<file path="config.mk">
export PLATFORM = sky130hd
export DESIGN_NAME = msel_top
export DESIGN_NICKNAME = d
export VERILOG_FILES = /design/src/msel_pkg.sv /design/src/msel_sync.sv /design/src/msel_top.sv
export VERILOG_INCLUDE_DIRS = /design/src
export SDC_FILE = /design/constraint.sdc
export NUM_CORES = 1
export LEC_CHECK = 0
export ABC_CLOCK_PERIOD_IN_PS = 4400
export BUFFER_PORTS_ARGS = -buffer_cell sky130_fd_sc_hd__buf_2
export CORE_AREA = 4 4 121 123
export DETAILED_ROUTE_END_ITERATION = 8
export DIE_AREA = 0 0 125 127
export HOLD_SLACK_MARGIN = 0.08
export PLACE_DENSITY = 0.7
export SKIP_LAST_GASP = 1
export SLEW_MARGIN = 30
export SYNTH_ARGS = -nofsm -noshare
export SYNTH_HDL_FRONTEND = slang
export SYNTH_SLANG_ARGS = --single-unit
export TNS_END_PERCENT = 30
</file>
<file path="constraint.sdc">
create_clock -name sys_clk -period 4.4 [get_ports sys_clk]
set_input_delay 0 -clock sys_clk [delete_from_list [all_inputs] [get_ports sys_clk]]
set_output_delay 0 -clock sys_clk [all_outputs]
set_load 0.03 [all_outputs]
</file>
<file path="src/msel_regs.svh">
`ifndef MSEL_REGS_SVH
`define MSEL_REGS_SVH

// register offsets, byte addresses
`define MSEL_OFS_CTRL      12'h000
`define MSEL_OFS_GRACE     12'h004
`define MSEL_OFS_FALLBACK  12'h008
`define MSEL_OFS_STATUS    12'h00C
`define MSEL_OFS_IRQ_STAT  12'h010
`define MSEL_OFS_IRQ_MASK  12'h014

// control fields
`define MSEL_CTRL_RUN      0
`define MSEL_CTRL_USE_ERR  1

// status fields
`define MSEL_ST_OUT_LSB    0
`define MSEL_ST_ERR        8
`define MSEL_ST_RUNNING    9
`define MSEL_ST_IN_LSB     16

// interrupt event bits
`define MSEL_IRQ_FAULT_SET 0
`define MSEL_IRQ_FAULT_CLR 1
`define MSEL_IRQ_INVALID   2

// reset values
`define MSEL_CTRL_RST      2'h2
`define MSEL_GRACE_RST     10'h000
`define MSEL_FALLBACK_RST  8'h00
`define MSEL_MASK_RST      3'h0

// timing
`define MSEL_CLK_MHZ       250
`define MSEL_CYCLE_MS      10
`define MSEL_GRACE_MAX_S   10
`define MSEL_GRACE_MAX     (`MSEL_GRACE_MAX_S * 1000 / `MSEL_CYCLE_MS)
`define MSEL_CYCLE_CLKS    (`MSEL_CYCLE_MS * `MSEL_CLK_MHZ * 1000)

`endif

</file>
<file path="src/msel_pkg.sv">
package msel_pkg;

    typedef enum logic [2:0] {
        MSEL_STOP,
        MSEL_FIRST,
        MSEL_VALID,
        MSEL_GRACE,
        MSEL_FAULT
    } msel_state_t;

    typedef struct packed {
        logic [11:0] addr;
        logic        write;
        logic [31:0] wdata;
    } msel_apb_req_t;

    typedef struct packed {
        logic use_err;
        logic run;
    } msel_ctrl_t;

endpackage

</file>
<file path="src/msel_sync.sv">
`timescale 1ns/1ps
`default_nettype none

module msel_sync #(
    parameter int W = 8
) (
    input  wire logic         sys_clk,
    input  wire logic         nrst,
    input  wire logic         ce,
    input  wire logic [W-1:0] din,
    output var  logic [W-1:0] dout
);

    logic [W-1:0] s1_ff;
    logic [W-1:0] s2_ff;
    logic [W-1:0] s3_ff;
    logic [W-1:0] q_ff;
    logic [W-1:0] nxt_q;

    // a bit changes only once stages two and three agree
    assign nxt_q = (s2_ff & s3_ff) | (q_ff & (s2_ff | s3_ff));
    assign dout  = q_ff;

    always_ff @(posedge sys_clk)
    begin
        if (!nrst)
        begin
            s1_ff <= '0;
            s2_ff <= '0;
            s3_ff <= '0;
            q_ff  <= '0;
        end
        else if (ce)
        begin
            s1_ff <= din;
            s2_ff <= s1_ff;
            s3_ff <= s2_ff;
            q_ff  <= nxt_q;
        end
    end

endmodule

`default_nettype wire

</file>
<file path="src/msel_top.sv">
`timescale 1ns/1ps
`default_nettype none
`include "msel_regs.svh"

// Overview of operation
// - with exactly one selector input high, the matching output is high, the rest low, error low.
// - the number of inputs and outputs is a parameter from two to eight.
// - with zero or several inputs high, the last active output is held while grace time runs.
// - an invalid pattern lasting beyond grace time applies the fallback mask and sets error.
// - an invalid pattern in the first logic cycle after stop-to-run faults at once.
// - grace time is set from zero to ten seconds in ten millisecond steps.
// - the fallback mask drives each marked output high and each unmarked low while in error.
// - during an invalid pattern still inside grace time the error flag stays low.
module msel_top #(
    parameter int N_SEL       = 8,
    parameter int CYCLE_CLKS  = `MSEL_CYCLE_CLKS
) (
    input  wire logic             sys_clk,
    input  wire logic             nrst,
    input  wire logic             ce,
    input  wire logic             psel,
    input  wire logic             penable,
    input  wire logic             pwrite,
    input  wire logic [11:0]      paddr,
    input  wire logic [31:0]      pwdata,
    output var  logic [31:0]      prdata,
    output var  logic             pready,
    output var  logic             pslverr,
    input  wire logic [N_SEL-1:0] sel_in,
    output var  logic [N_SEL-1:0] mode_out,
    output var  logic             err_flag,
    output var  logic             irq
);

    localparam logic [9:0]  GRACE_MAX = 10'(`MSEL_GRACE_MAX);
    localparam logic [31:0] CYC_LAST  = 32'(CYCLE_CLKS - 1);

    // width outside two..eight fails elaboration
    if (N_SEL < 2 || N_SEL > 8)
    begin : g_bad_width
        $error("selector count outside two to eight");
    end

    function automatic logic is_onehot(input logic [N_SEL-1:0] v);
        return (v != '0) && ((v & (v - N_SEL'(1))) == '0);
    endfunction

    // ---------------- register bus ----------------

    msel_pkg::msel_apb_req_t req;
    msel_pkg::msel_ctrl_t    ctrl_ff;

    logic [9:0]       grace_ff;
    logic [N_SEL-1:0] fallback_ff;
    logic [2:0]       irq_stat_ff;
    logic [2:0]       irq_mask_ff;
    logic [31:0]      prdata_ff;
    logic             pready_ff;
    logic             pslverr_ff;

    assign req.addr  = paddr;
    assign req.write = pwrite;
    assign req.wdata = pwdata;

    wire acc      = psel & penable;
    wire acc_prep = acc & ~pready_ff;
    wire acc_done = acc & pready_ff;
    wire wr_done  = acc_done & req.write;
    wire rd_done  = acc_done & ~req.write;

    wire hit_ctrl  = (req.addr == `MSEL_OFS_CTRL);
    wire hit_grace = (req.addr == `MSEL_OFS_GRACE);
    wire hit_fb    = (req.addr == `MSEL_OFS_FALLBACK);
    wire hit_stat  = (req.addr == `MSEL_OFS_STATUS);
    wire hit_ist   = (req.addr == `MSEL_OFS_IRQ_STAT);
    wire hit_imask = (req.addr == `MSEL_OFS_IRQ_MASK);
    wire hit_any   = hit_ctrl | hit_grace | hit_fb | hit_stat | hit_ist | hit_imask;

    // grace writes keep bits 9:0 only; a value above ten seconds saturates at the top step
    wire [9:0] wr_grace  = req.wdata[9:0];
    wire [9:0] nxt_grace = (wr_grace > GRACE_MAX) ? GRACE_MAX : wr_grace;

    // ---------------- selector path ----------------

    logic [N_SEL-1:0]     sel_sync;
    msel_pkg::msel_state_t state_ff;
    msel_pkg::msel_state_t nxt_state;
    logic [N_SEL-1:0]     mode_out_ff;
    logic [N_SEL-1:0]     nxt_mode;
    logic                 err_ff;
    logic                 nxt_err;
    logic [9:0]           cnt_ff;
    logic [9:0]           nxt_cnt;
    logic [31:0]          cyc_ff;
    logic                 irq_ff;

    msel_sync #(
        .W (N_SEL)
    ) u_sync (
        .sys_clk (sys_clk),
        .nrst    (nrst),
        .ce      (ce),
        .din     (sel_in),
        .dout    (sel_sync)
    );

    wire valid    = is_onehot(sel_sync);
    wire running  = (state_ff != msel_pkg::MSEL_STOP);
    wire tick     = running && (cyc_ff == CYC_LAST);
    wire [9:0] cnt_inc = (cnt_ff == 10'h3FF) ? cnt_ff : cnt_ff + 10'h001;

    always_comb
    begin
        nxt_state = state_ff;
        nxt_mode  = mode_out_ff;
        nxt_err   = err_ff;
        nxt_cnt   = cnt_ff;
        if (!ctrl_ff.run)
        begin
            nxt_state = msel_pkg::MSEL_STOP;
            nxt_mode  = '0;
            nxt_err   = 1'b0;
            nxt_cnt   = '0;
        end
        else
        begin
            case (state_ff)
                msel_pkg::MSEL_STOP:
                begin
                    // stop-to-run restarts the block from scratch
                    nxt_state = msel_pkg::MSEL_FIRST;
                    nxt_mode  = '0;
                    nxt_err   = 1'b0;
                    nxt_cnt   = '0;
                end
                msel_pkg::MSEL_FIRST:
                begin
                    if (tick && valid)
                    begin
                        nxt_state = msel_pkg::MSEL_VALID;
                        nxt_mode  = sel_sync;
                    end
                    else if (tick)
                    begin
                        nxt_state = msel_pkg::MSEL_FAULT;
                        nxt_mode  = fallback_ff;
                        nxt_err   = ctrl_ff.use_err;
                    end
                end
                msel_pkg::MSEL_VALID,
                msel_pkg::MSEL_GRACE:
                begin
                    if (tick && valid)
                    begin
                        nxt_state = msel_pkg::MSEL_VALID;
                        nxt_mode  = sel_sync;
                        nxt_err   = 1'b0;
                        nxt_cnt   = '0;
                    end
                    else if (tick)
                    begin
                        nxt_cnt = cnt_inc;
                        if (cnt_inc > grace_ff)
                        begin
                            nxt_state = msel_pkg::MSEL_FAULT;
                            nxt_mode  = fallback_ff;
                            nxt_err   = ctrl_ff.use_err;
                        end
                        else
                        begin
                            // hold last pattern, error stays low
                            nxt_state = msel_pkg::MSEL_GRACE;
                            nxt_err   = 1'b0;
                        end
                    end
                end
                msel_pkg::MSEL_FAULT:
                begin
                    if (tick && valid)
                    begin
                        nxt_state = msel_pkg::MSEL_VALID;
                        nxt_mode  = sel_sync;
                        nxt_err   = 1'b0;
                        nxt_cnt   = '0;
                    end
                    else
                    begin
                        // mask may be rewritten while in error
                        nxt_mode = fallback_ff;
                        nxt_err  = ctrl_ff.use_err;
                    end
                end
                default:
                begin
                    nxt_state = msel_pkg::MSEL_STOP;
                    nxt_mode  = '0;
                    nxt_err   = 1'b0;
                    nxt_cnt   = '0;
                end
            endcase
        end
    end

    // ---------------- interrupt events ----------------

    wire to_fault   = (nxt_state == msel_pkg::MSEL_FAULT) &&
                      (state_ff != msel_pkg::MSEL_FAULT);
    wire from_fault = (state_ff == msel_pkg::MSEL_FAULT) &&
                      (nxt_state != msel_pkg::MSEL_FAULT);
    wire to_grace   = (nxt_state == msel_pkg::MSEL_GRACE) &&
                      (state_ff == msel_pkg::MSEL_VALID);
    wire first_bad  = to_fault && (state_ff == msel_pkg::MSEL_FIRST);

    wire [2:0] irq_ev;
    assign irq_ev[`MSEL_IRQ_FAULT_SET] = to_fault;
    assign irq_ev[`MSEL_IRQ_FAULT_CLR] = from_fault;
    assign irq_ev[`MSEL_IRQ_INVALID]   = to_grace | first_bad;

    // read clears, a new event in the same cycle wins
    wire       ist_clr      = rd_done & hit_ist;
    wire [2:0] nxt_irq_stat = (ist_clr ? 3'h0 : irq_stat_ff) | irq_ev;
    wire [2:0] nxt_mask     = wr_done && hit_imask ? req.wdata[2:0] : irq_mask_ff;
    wire       nxt_irq      = |(nxt_irq_stat & nxt_mask);

    // ---------------- read data ----------------

    wire [31:0] rd_status;
    assign rd_status[`MSEL_ST_OUT_LSB +: 8]  = 8'(mode_out_ff);
    assign rd_status[`MSEL_ST_ERR]          = err_ff;
    assign rd_status[`MSEL_ST_RUNNING]      = running;
    assign rd_status[15:10]                 = 6'h00;
    assign rd_status[`MSEL_ST_IN_LSB +: 8]   = 8'(sel_sync);
    assign rd_status[31:24]                 = 8'h00;

    wire [31:0] rd_mux =
        hit_ctrl  ? {30'h0000_0000, ctrl_ff.use_err, ctrl_ff.run} :
        hit_grace ? {22'h00_0000, grace_ff} :
        hit_fb    ? 32'(fallback_ff) :
        hit_stat  ? rd_status :
        hit_ist   ? {29'h0000_0000, irq_stat_ff} :
        hit_imask ? {29'h0000_0000, irq_mask_ff} :
                    32'h0000_0000;

    // ---------------- registers ----------------

    always_ff @(posedge sys_clk)
    begin
        if (!nrst)
        begin
            pready_ff  <= 1'b0;
            pslverr_ff <= 1'b0;
            prdata_ff  <= 32'h0000_0000;
        end
        else if (ce)
        begin
            // one wait state: answer comes in the second access cycle
            pready_ff  <= acc_prep;
            pslverr_ff <= acc_prep & ~hit_any;
            prdata_ff  <= (acc_prep && !req.write) ? rd_mux : 32'h0000_0000;
        end
    end

    always_ff @(posedge sys_clk)
    begin
        if (!nrst)
        begin
            ctrl_ff     <= msel_pkg::msel_ctrl_t'(`MSEL_CTRL_RST);
            grace_ff    <= `MSEL_GRACE_RST;
            fallback_ff <= N_SEL'(`MSEL_FALLBACK_RST);
            irq_mask_ff <= `MSEL_MASK_RST;
        end
        else if (ce && wr_done)
        begin
            if (hit_ctrl)
            begin
                ctrl_ff.run     <= req.wdata[`MSEL_CTRL_RUN];
                ctrl_ff.use_err <= req.wdata[`MSEL_CTRL_USE_ERR];
            end
            if (hit_grace)
            begin
                grace_ff <= nxt_grace;
            end
            if (hit_fb)
            begin
                fallback_ff <= req.wdata[N_SEL-1:0];
            end
            irq_mask_ff <= nxt_mask;
        end
    end

    always_ff @(posedge sys_clk)
    begin
        if (!nrst)
        begin
            state_ff    <= msel_pkg::MSEL_STOP;
            mode_out_ff <= '0;
            err_ff      <= 1'b0;
            cnt_ff      <= 10'h000;
            irq_stat_ff <= 3'h0;
            irq_ff      <= 1'b0;
        end
        else if (ce)
        begin
            state_ff    <= nxt_state;
            mode_out_ff <= nxt_mode;
            err_ff      <= nxt_err;
            cnt_ff      <= nxt_cnt;
            irq_stat_ff <= nxt_irq_stat;
            irq_ff      <= nxt_irq;
        end
    end

    // logic cycle timer, restarted by stop-to-run
    always_ff @(posedge sys_clk)
    begin
        if (!nrst)
        begin
            cyc_ff <= 32'h0000_0000;
        end
        else if (ce)
        begin
            if (!running || tick)
            begin
                cyc_ff <= 32'h0000_0000;
            end
            else
            begin
                cyc_ff <= cyc_ff + 32'h0000_0001;
            end
        end
    end

    assign prdata   = prdata_ff;
    assign pready   = pready_ff;
    assign pslverr  = pslverr_ff;
    assign mode_out = mode_out_ff;
    assign err_flag = err_ff;
    assign irq      = irq_ff;

endmodule

`default_nettype wire

</file>
* Word-level counts from Yosys, hierarchy flattened *
Index checks and enable logic that the tools add are counted.

operators by class
  $add $sub $neg = 3
  $mul = 0
  div/mod/pow operators = 0
  magnitude comparators = 2
  equality and inequality tests = 22
  shifts and indexed selects = 0
  muxes and demuxes = 41
  bitwise gates (word level) = 23
  reduce and logical (&&, ||, !) cells = 26

operators by type and width
  cell                                                    number
  two-way mux 24 bit                                      5
  two-way mux 10 bit                                      6
  two-way mux 8 bit                                       7
  two-way mux 3 bit                                       11
  adder 32 x 1 -> 32 bit (second input constant)          1
  equality test 32 x 22 -> 1 bit (second input constant)  1
  two-way mux 32 bit                                      1
  one-hot mux 10 bit (3 select lines)                     1
  AND 8 bit                                               3
  equality test 12 x 4 -> 1 bit (second input constant)   2
  equality test 12 x 5 -> 1 bit (second input constant)   2
  one-hot mux 8 bit (3 select lines)                      1
  OR 8 bit                                                2
  != test 3 bit (second input constant)                   5
  equality test 12 x 3 -> 1 bit (second input constant)   1
  logical NOT 12 bit                                      1
  != test 4 bit (second input constant)                   3
  one-hot mux 3 bit (4 select lines)                      1
  AND reduction 4 bit                                     3
  adder 10 x 1 -> 10 bit (second input constant)          1
  equality test 10 bit (second input constant)            1
  > comparator 10 bit                                     1
  > comparator 10 bit (second input constant)             1
  logical AND 1 bit                                       10
  21 further kinds                                        46

storage, ports and cells
  register bits = 147
  latch bits = 0
  bits in writable memories = 0
  bits in read-only memories = 0
  output and inout port bits = 44
  word-level logic and storage cells = 136
  memories = 0

* Logic depth before layout (Yosys ltp) *
  word-level depth = 15
  gate-level depth with buffers = 15
  depth with buffers taken out = 14

* Cells and area by module *
Synthesis repeated with hierarchy kept, for this count alone.

second synthesis, totals
  cell total of the unflattened synthesis = 814
  area total of the unflattened synthesis = 6,837.8 um2

by module, submodules not included
  module     instances  cells each  area an instance (um2)  sequential area each (um2)
  msel_top   1          684         5,435.2                 2,021.9
  msel_sync  1          130         1,402.6                 640.6

* Least setup slack after synthesis *
OpenSTA, ideal clock, no wires.

  path kind = reg-to-reg
  start point = register cnt_ff[0]
  end point = register mode_out_ff[6], in the netlist mode_out[6]
  library setup time = 0.070 ns
  arrival time = 3.834 ns
  required time = 4.330 ns
  setup slack = 0.496 ns
  stages on the path, launching flop included = 16
  path buffers = 1
  period minus slack after synthesis = 3.904 ns
  cells stage by stage = dfxtp_1 -> ha_1 -> inv_1 -> or4_1 -> buf_2 -> and4_4 -> and3_1 -> xor2_1 -> ha_1 -> a21o_1 -> a21oi_1 -> or4b_2 -> nand2_1 -> a41oi_4 -> o31ai_4 -> o2bb2ai_1

on the way
  cells in the longest elaborated chain, start to end = 5
  elaborated cells between the ends (all ways) = 6
  those cells by class = add/sub: 1; order compare: 1; eq/ne: 2; mux: 1; reduce/logical: 1

RTL lines
  what                                                            line             text
  start, declared                                                 msel_top.sv:92   logic [9:0] cnt_ff;
  start signal, assigned                                          msel_top.sv:307  cnt_ff <= nxt_cnt;
  adder 10 x 1 -> 10 bit or equality test 10 bit (tied branches)  msel_top.sv:110  wire [9:0] cnt_inc = (cnt_ff == 10'h3FF) ? cnt_ff : cnt_ff + 10'h001;
  two-way mux 10 bit *                                            msel_top.sv:110
  > comparator 10 bit *                                           msel_top.sv:163  if (cnt_inc > grace_ff)
  != test 4 bit (no line) *                                       --
  AND reduction 4 bit (no line) *                                 --
  end signal, assigned                                            msel_top.sv:305  mode_out_ff <= nxt_mode;
  end, declared                                                   msel_top.sv:88   logic [N_SEL-1:0] mode_out_ff;

Mark *: on every way between the ends. The rest lies on a longest branch, timed or not.
A chain may end at the register's enable or synchronous reset.

* Final worst setup path *
  start point = register cnt_ff[1]
  end point = register mode_out_ff[6], in the netlist mode_out[6]

The elaborated chain is that of the path after synthesis.

==> reports/qor.yml <==
run_status:
  outcome: "completed"
yosys:
  yosys.area.top_type: "dfxtp_1"
  yosys_most_used_dff: "dfxtp_1"
  seq_area_frac_synth_pct: 40.1
  netlist_instances: 793
  synth_enable_flop_cells: 0
  synth_area_leaders: "dfxtp_1 (40%), mux2i_1 (7.2%), nor2_1 (6.7%)"
  ys_warn_count: 0
  synth_common_cells: "dfxtp_1 (133), nor2_1 (119), nand2_1 (70), a21oi_1 (56), mux2i_1 (48)"
  synth.ff_latch_count: 133
  synth_area_mm2: 0.00663
  syn_avg_cell_area_um2: 8.37
  synth_top_area_share_pct: 40.1
  synth_cell_types: 64
  postSynth.asyncResetShare_pct: 0
  yosysMostFrequentCell: "dfxtp_1"
final_layout:
  antennaDiodeCount: 0
  area_delta_synth_final_pct: 19.8
  fin_nets: 940
  final_layout_size_suffix_gt1_share_pct: 13.9
sta:
  rsz0062_at_grt: "false"
  hold_violations: 0
  period_share_pct: 94.1
  slew_headroom_pct: 52.5
  max_freq_mhz: 242
  tightest_slew_ps: 712
  finalSetupTns_ps: 0
  finalMaxSlewViolations: 0
  setup_viol: 0
  post-route-min-period_ps: 4140
  fin_skew_ps: 8.08
floorplanning:
  die_w_um: 125
  fp-row-count: 43
  io_pins: 102
  dieHeight_um: 127
  core_mm2: 0.0137
  die-area_mm2: 0.0159
  start_util_pct: 48.5
place:
  port_buffers: 65
  dpl.hpwl_mm: 11.1
  gp_congestion: 0.845
pwr:
  vdd_ir_drop_max_v: 0.000266
  powerDensity_mw_per_mm2: 377
  p_leak_nw: 3.07
  p_total_mw: 3.00
routing:
  antenna_left: 0
  drc: 0
  top_layer: "met4"
  drt_iter0_drc: 542
  drt_pass1_iterations: 5
  vias: 5936
  vias_per_cell: 5.58
  wl_met3_um: 899
  wirelength_mm: 16.3
  route.met2.wl_mm: 7.35
  wl_per_cell_um: 15.3
  wl_met1_mm: 7.70
clock_network:
  clkSinkCount: 133
  postCtsSetupBuffers: 0
  post_cts_resized: 0
  cts_tree: "done"
  cts_buffers: 17
  root_buffer: "clkbuf_16"
  cts.clk_slew.worst_paths_ps: 60
  ctsLongestPathBuffers: 2
  htreeDepth: 4
  clkLatencyLatePin_ps: 420
job:
  maxCapViolCount: 0
global_routing:
  grt_pass1_wl_mm: 27.4
  grt_overflow: 0
  grt_usage_pct: 20.7
  grt_pass1_vias: 5506
  grt_max_degree: 55
  antenna_found_initial: 0
worst_setup_path:
  end_kind: "flop"
  worstPathMaxFanout: 8
  cp_cell_sequence: "ha_1 -> inv_1 -> or4_1 -> and4_4 -> and3_1 -> xor2_1 -> ha_1 -> a21o_1 -> a21oi_1 -> or4b_2 -> nand2_1 -> a41oi_4 -> o31ai_4 -> o2bb2ai_1"
  crit_slowest_cell: "or4b_2"
  critPathMaxStageDelay_ps: 640
  worstPathRequired_ps: 4750
  crit_top_cell: "ha_1"
  worstPathArrival_ps: 4490
  cp-start-kind: "flop"
  critPathKind: "flop to flop"
hold_path:
  hp-class: "input pin to flop"
area by class of cell:
class	count	area, µm²
inverters	23	86.3
fillers	1242	5720
repair buffers	93	593
clock inverters	12	224
multi-input cells	602	3690
clock buffers	20	467
well taps	180	225
flip-flops and latches	133	2660
cell families (layout without fill, tap and decap cells):
family	count (synthesis)	in the layout	synth area share, %
AND/OR/NAND/NOR	326	326	23.7
AO/OA/AOI/OAI	162	162	16.2
flip-flops	133	133	40.1
buffers and inverters	71	148	5.04
multiplexers	50	50	7.58
XOR/XNOR	38	38	5.02
adder cells (fa/ha/maj)	12	12	2.26
other	1	14	0.0565
worst max-delay path: cells and delay by family (launching register included):
| kind | cells | cell delay [ps] |
|---|---|---|
| fa+ha+maj | 2 | 480 |
| xor+xnor | 1 | 160 |
| compound gates | 5 | 1040 |
| flops | 1 | 410 |
| buf+inv | 1 | 110 |
| simple gates | 5 | 1870 |
worst paths after layout:
kind                            startpoint                        to  slack [ps]  cells after the start
hold / removal                    paddr[2]    prdata[8]$_SDFFE_PN0P_         140                      3
setup reg to reg    cnt_ff[1]$_SDFFE_PN0P_  mode_out[6]$_SDFFE_PN0P_         260                     14
hold reg to reg   grace_ff[7]$_SDFFE_PN0P_  grace_ff[7]$_SDFFE_PN0P_         450                      2
setup / recovery    cnt_ff[1]$_SDFFE_PN0P_  mode_out[6]$_SDFFE_PN0P_         260                     14
routing by layer:
metal,global-route usage [%],up-vias
met3,4.43,34
li1,-,2953
met5,0,-
met1,28.7,2750
met4,7.21,0
met2,32.3,199
cells in the final DEF, fill, tap and decap left out, types with 4 or more instances in the layout:
master / n
nor3_1: 12
xor2_1: 22
and3_1: 13
o21ai_1: 7
nand4b_1: 6
dfxtp_1: 133
a21o_1: 11
xnor2_1: 16
dlygate4sd3_1: 23
conb_1: 14
buf_2: 65
bufinv_16: 6
mux2i_1: 48
nand2_1: 69
a211oi_1: 7
nor4_1: 13
o2bb2ai_1: 8
nor2b_1: 5
a21oi_1: 56
ha_1: 12
nand3_1: 32
clkbuf_16: 17
nor4b_1: 6
buf_4: 5
nor2_1: 119
o21ai_0: 25
inv_1: 21
a31oi_1: 4
a22oi_1: 16
nand4_1: 21
nor3b_1: 8
sequential cells by signal, summed over array words and instances (netlist names):
name and flops:
state_ff 3, pslverr 1, irq_stat_ff 3, err_flag 1, grace_ff 10, irq 1
fallback_ff 8, cnt_ff 10, u_sync.s2_ff 8, ctrl_ff 2, u_sync.dout 8, mode_out 8
u_sync.s3_ff 8, u_sync.s1_ff 8, pready 1, prdata 18, irq_mask_ff 3, cyc_ff 32
power by group:
part | switching [mW] | internal [mW]
logic | 0.0926 | 0.0473
clock network | 0.526 | 1.11
registers | 0.00922 | 1.22
metrics by stage:
stage,setup slack [ps],utilization (%),hold slack (ps),area (µm²),instances
after floorplan,496,-,128,6680,806
after global placement,289,51.4,233,7020,1008
after detailed placement,248,51.4,241,7030,1008
after CTS,227,58.1,113,7950,1063
after global routing,17.0,58.1,153,7950,1063
final,260,58.1,138,7950,1063
timing repair:
action                                  in CTS  in global routing
hold endpoints to repair                    37                  0
hold buffers                                23                  0
endpoints found under the setup margin       0                  8
No activity file was read; power rests on OpenSTA's default activity.
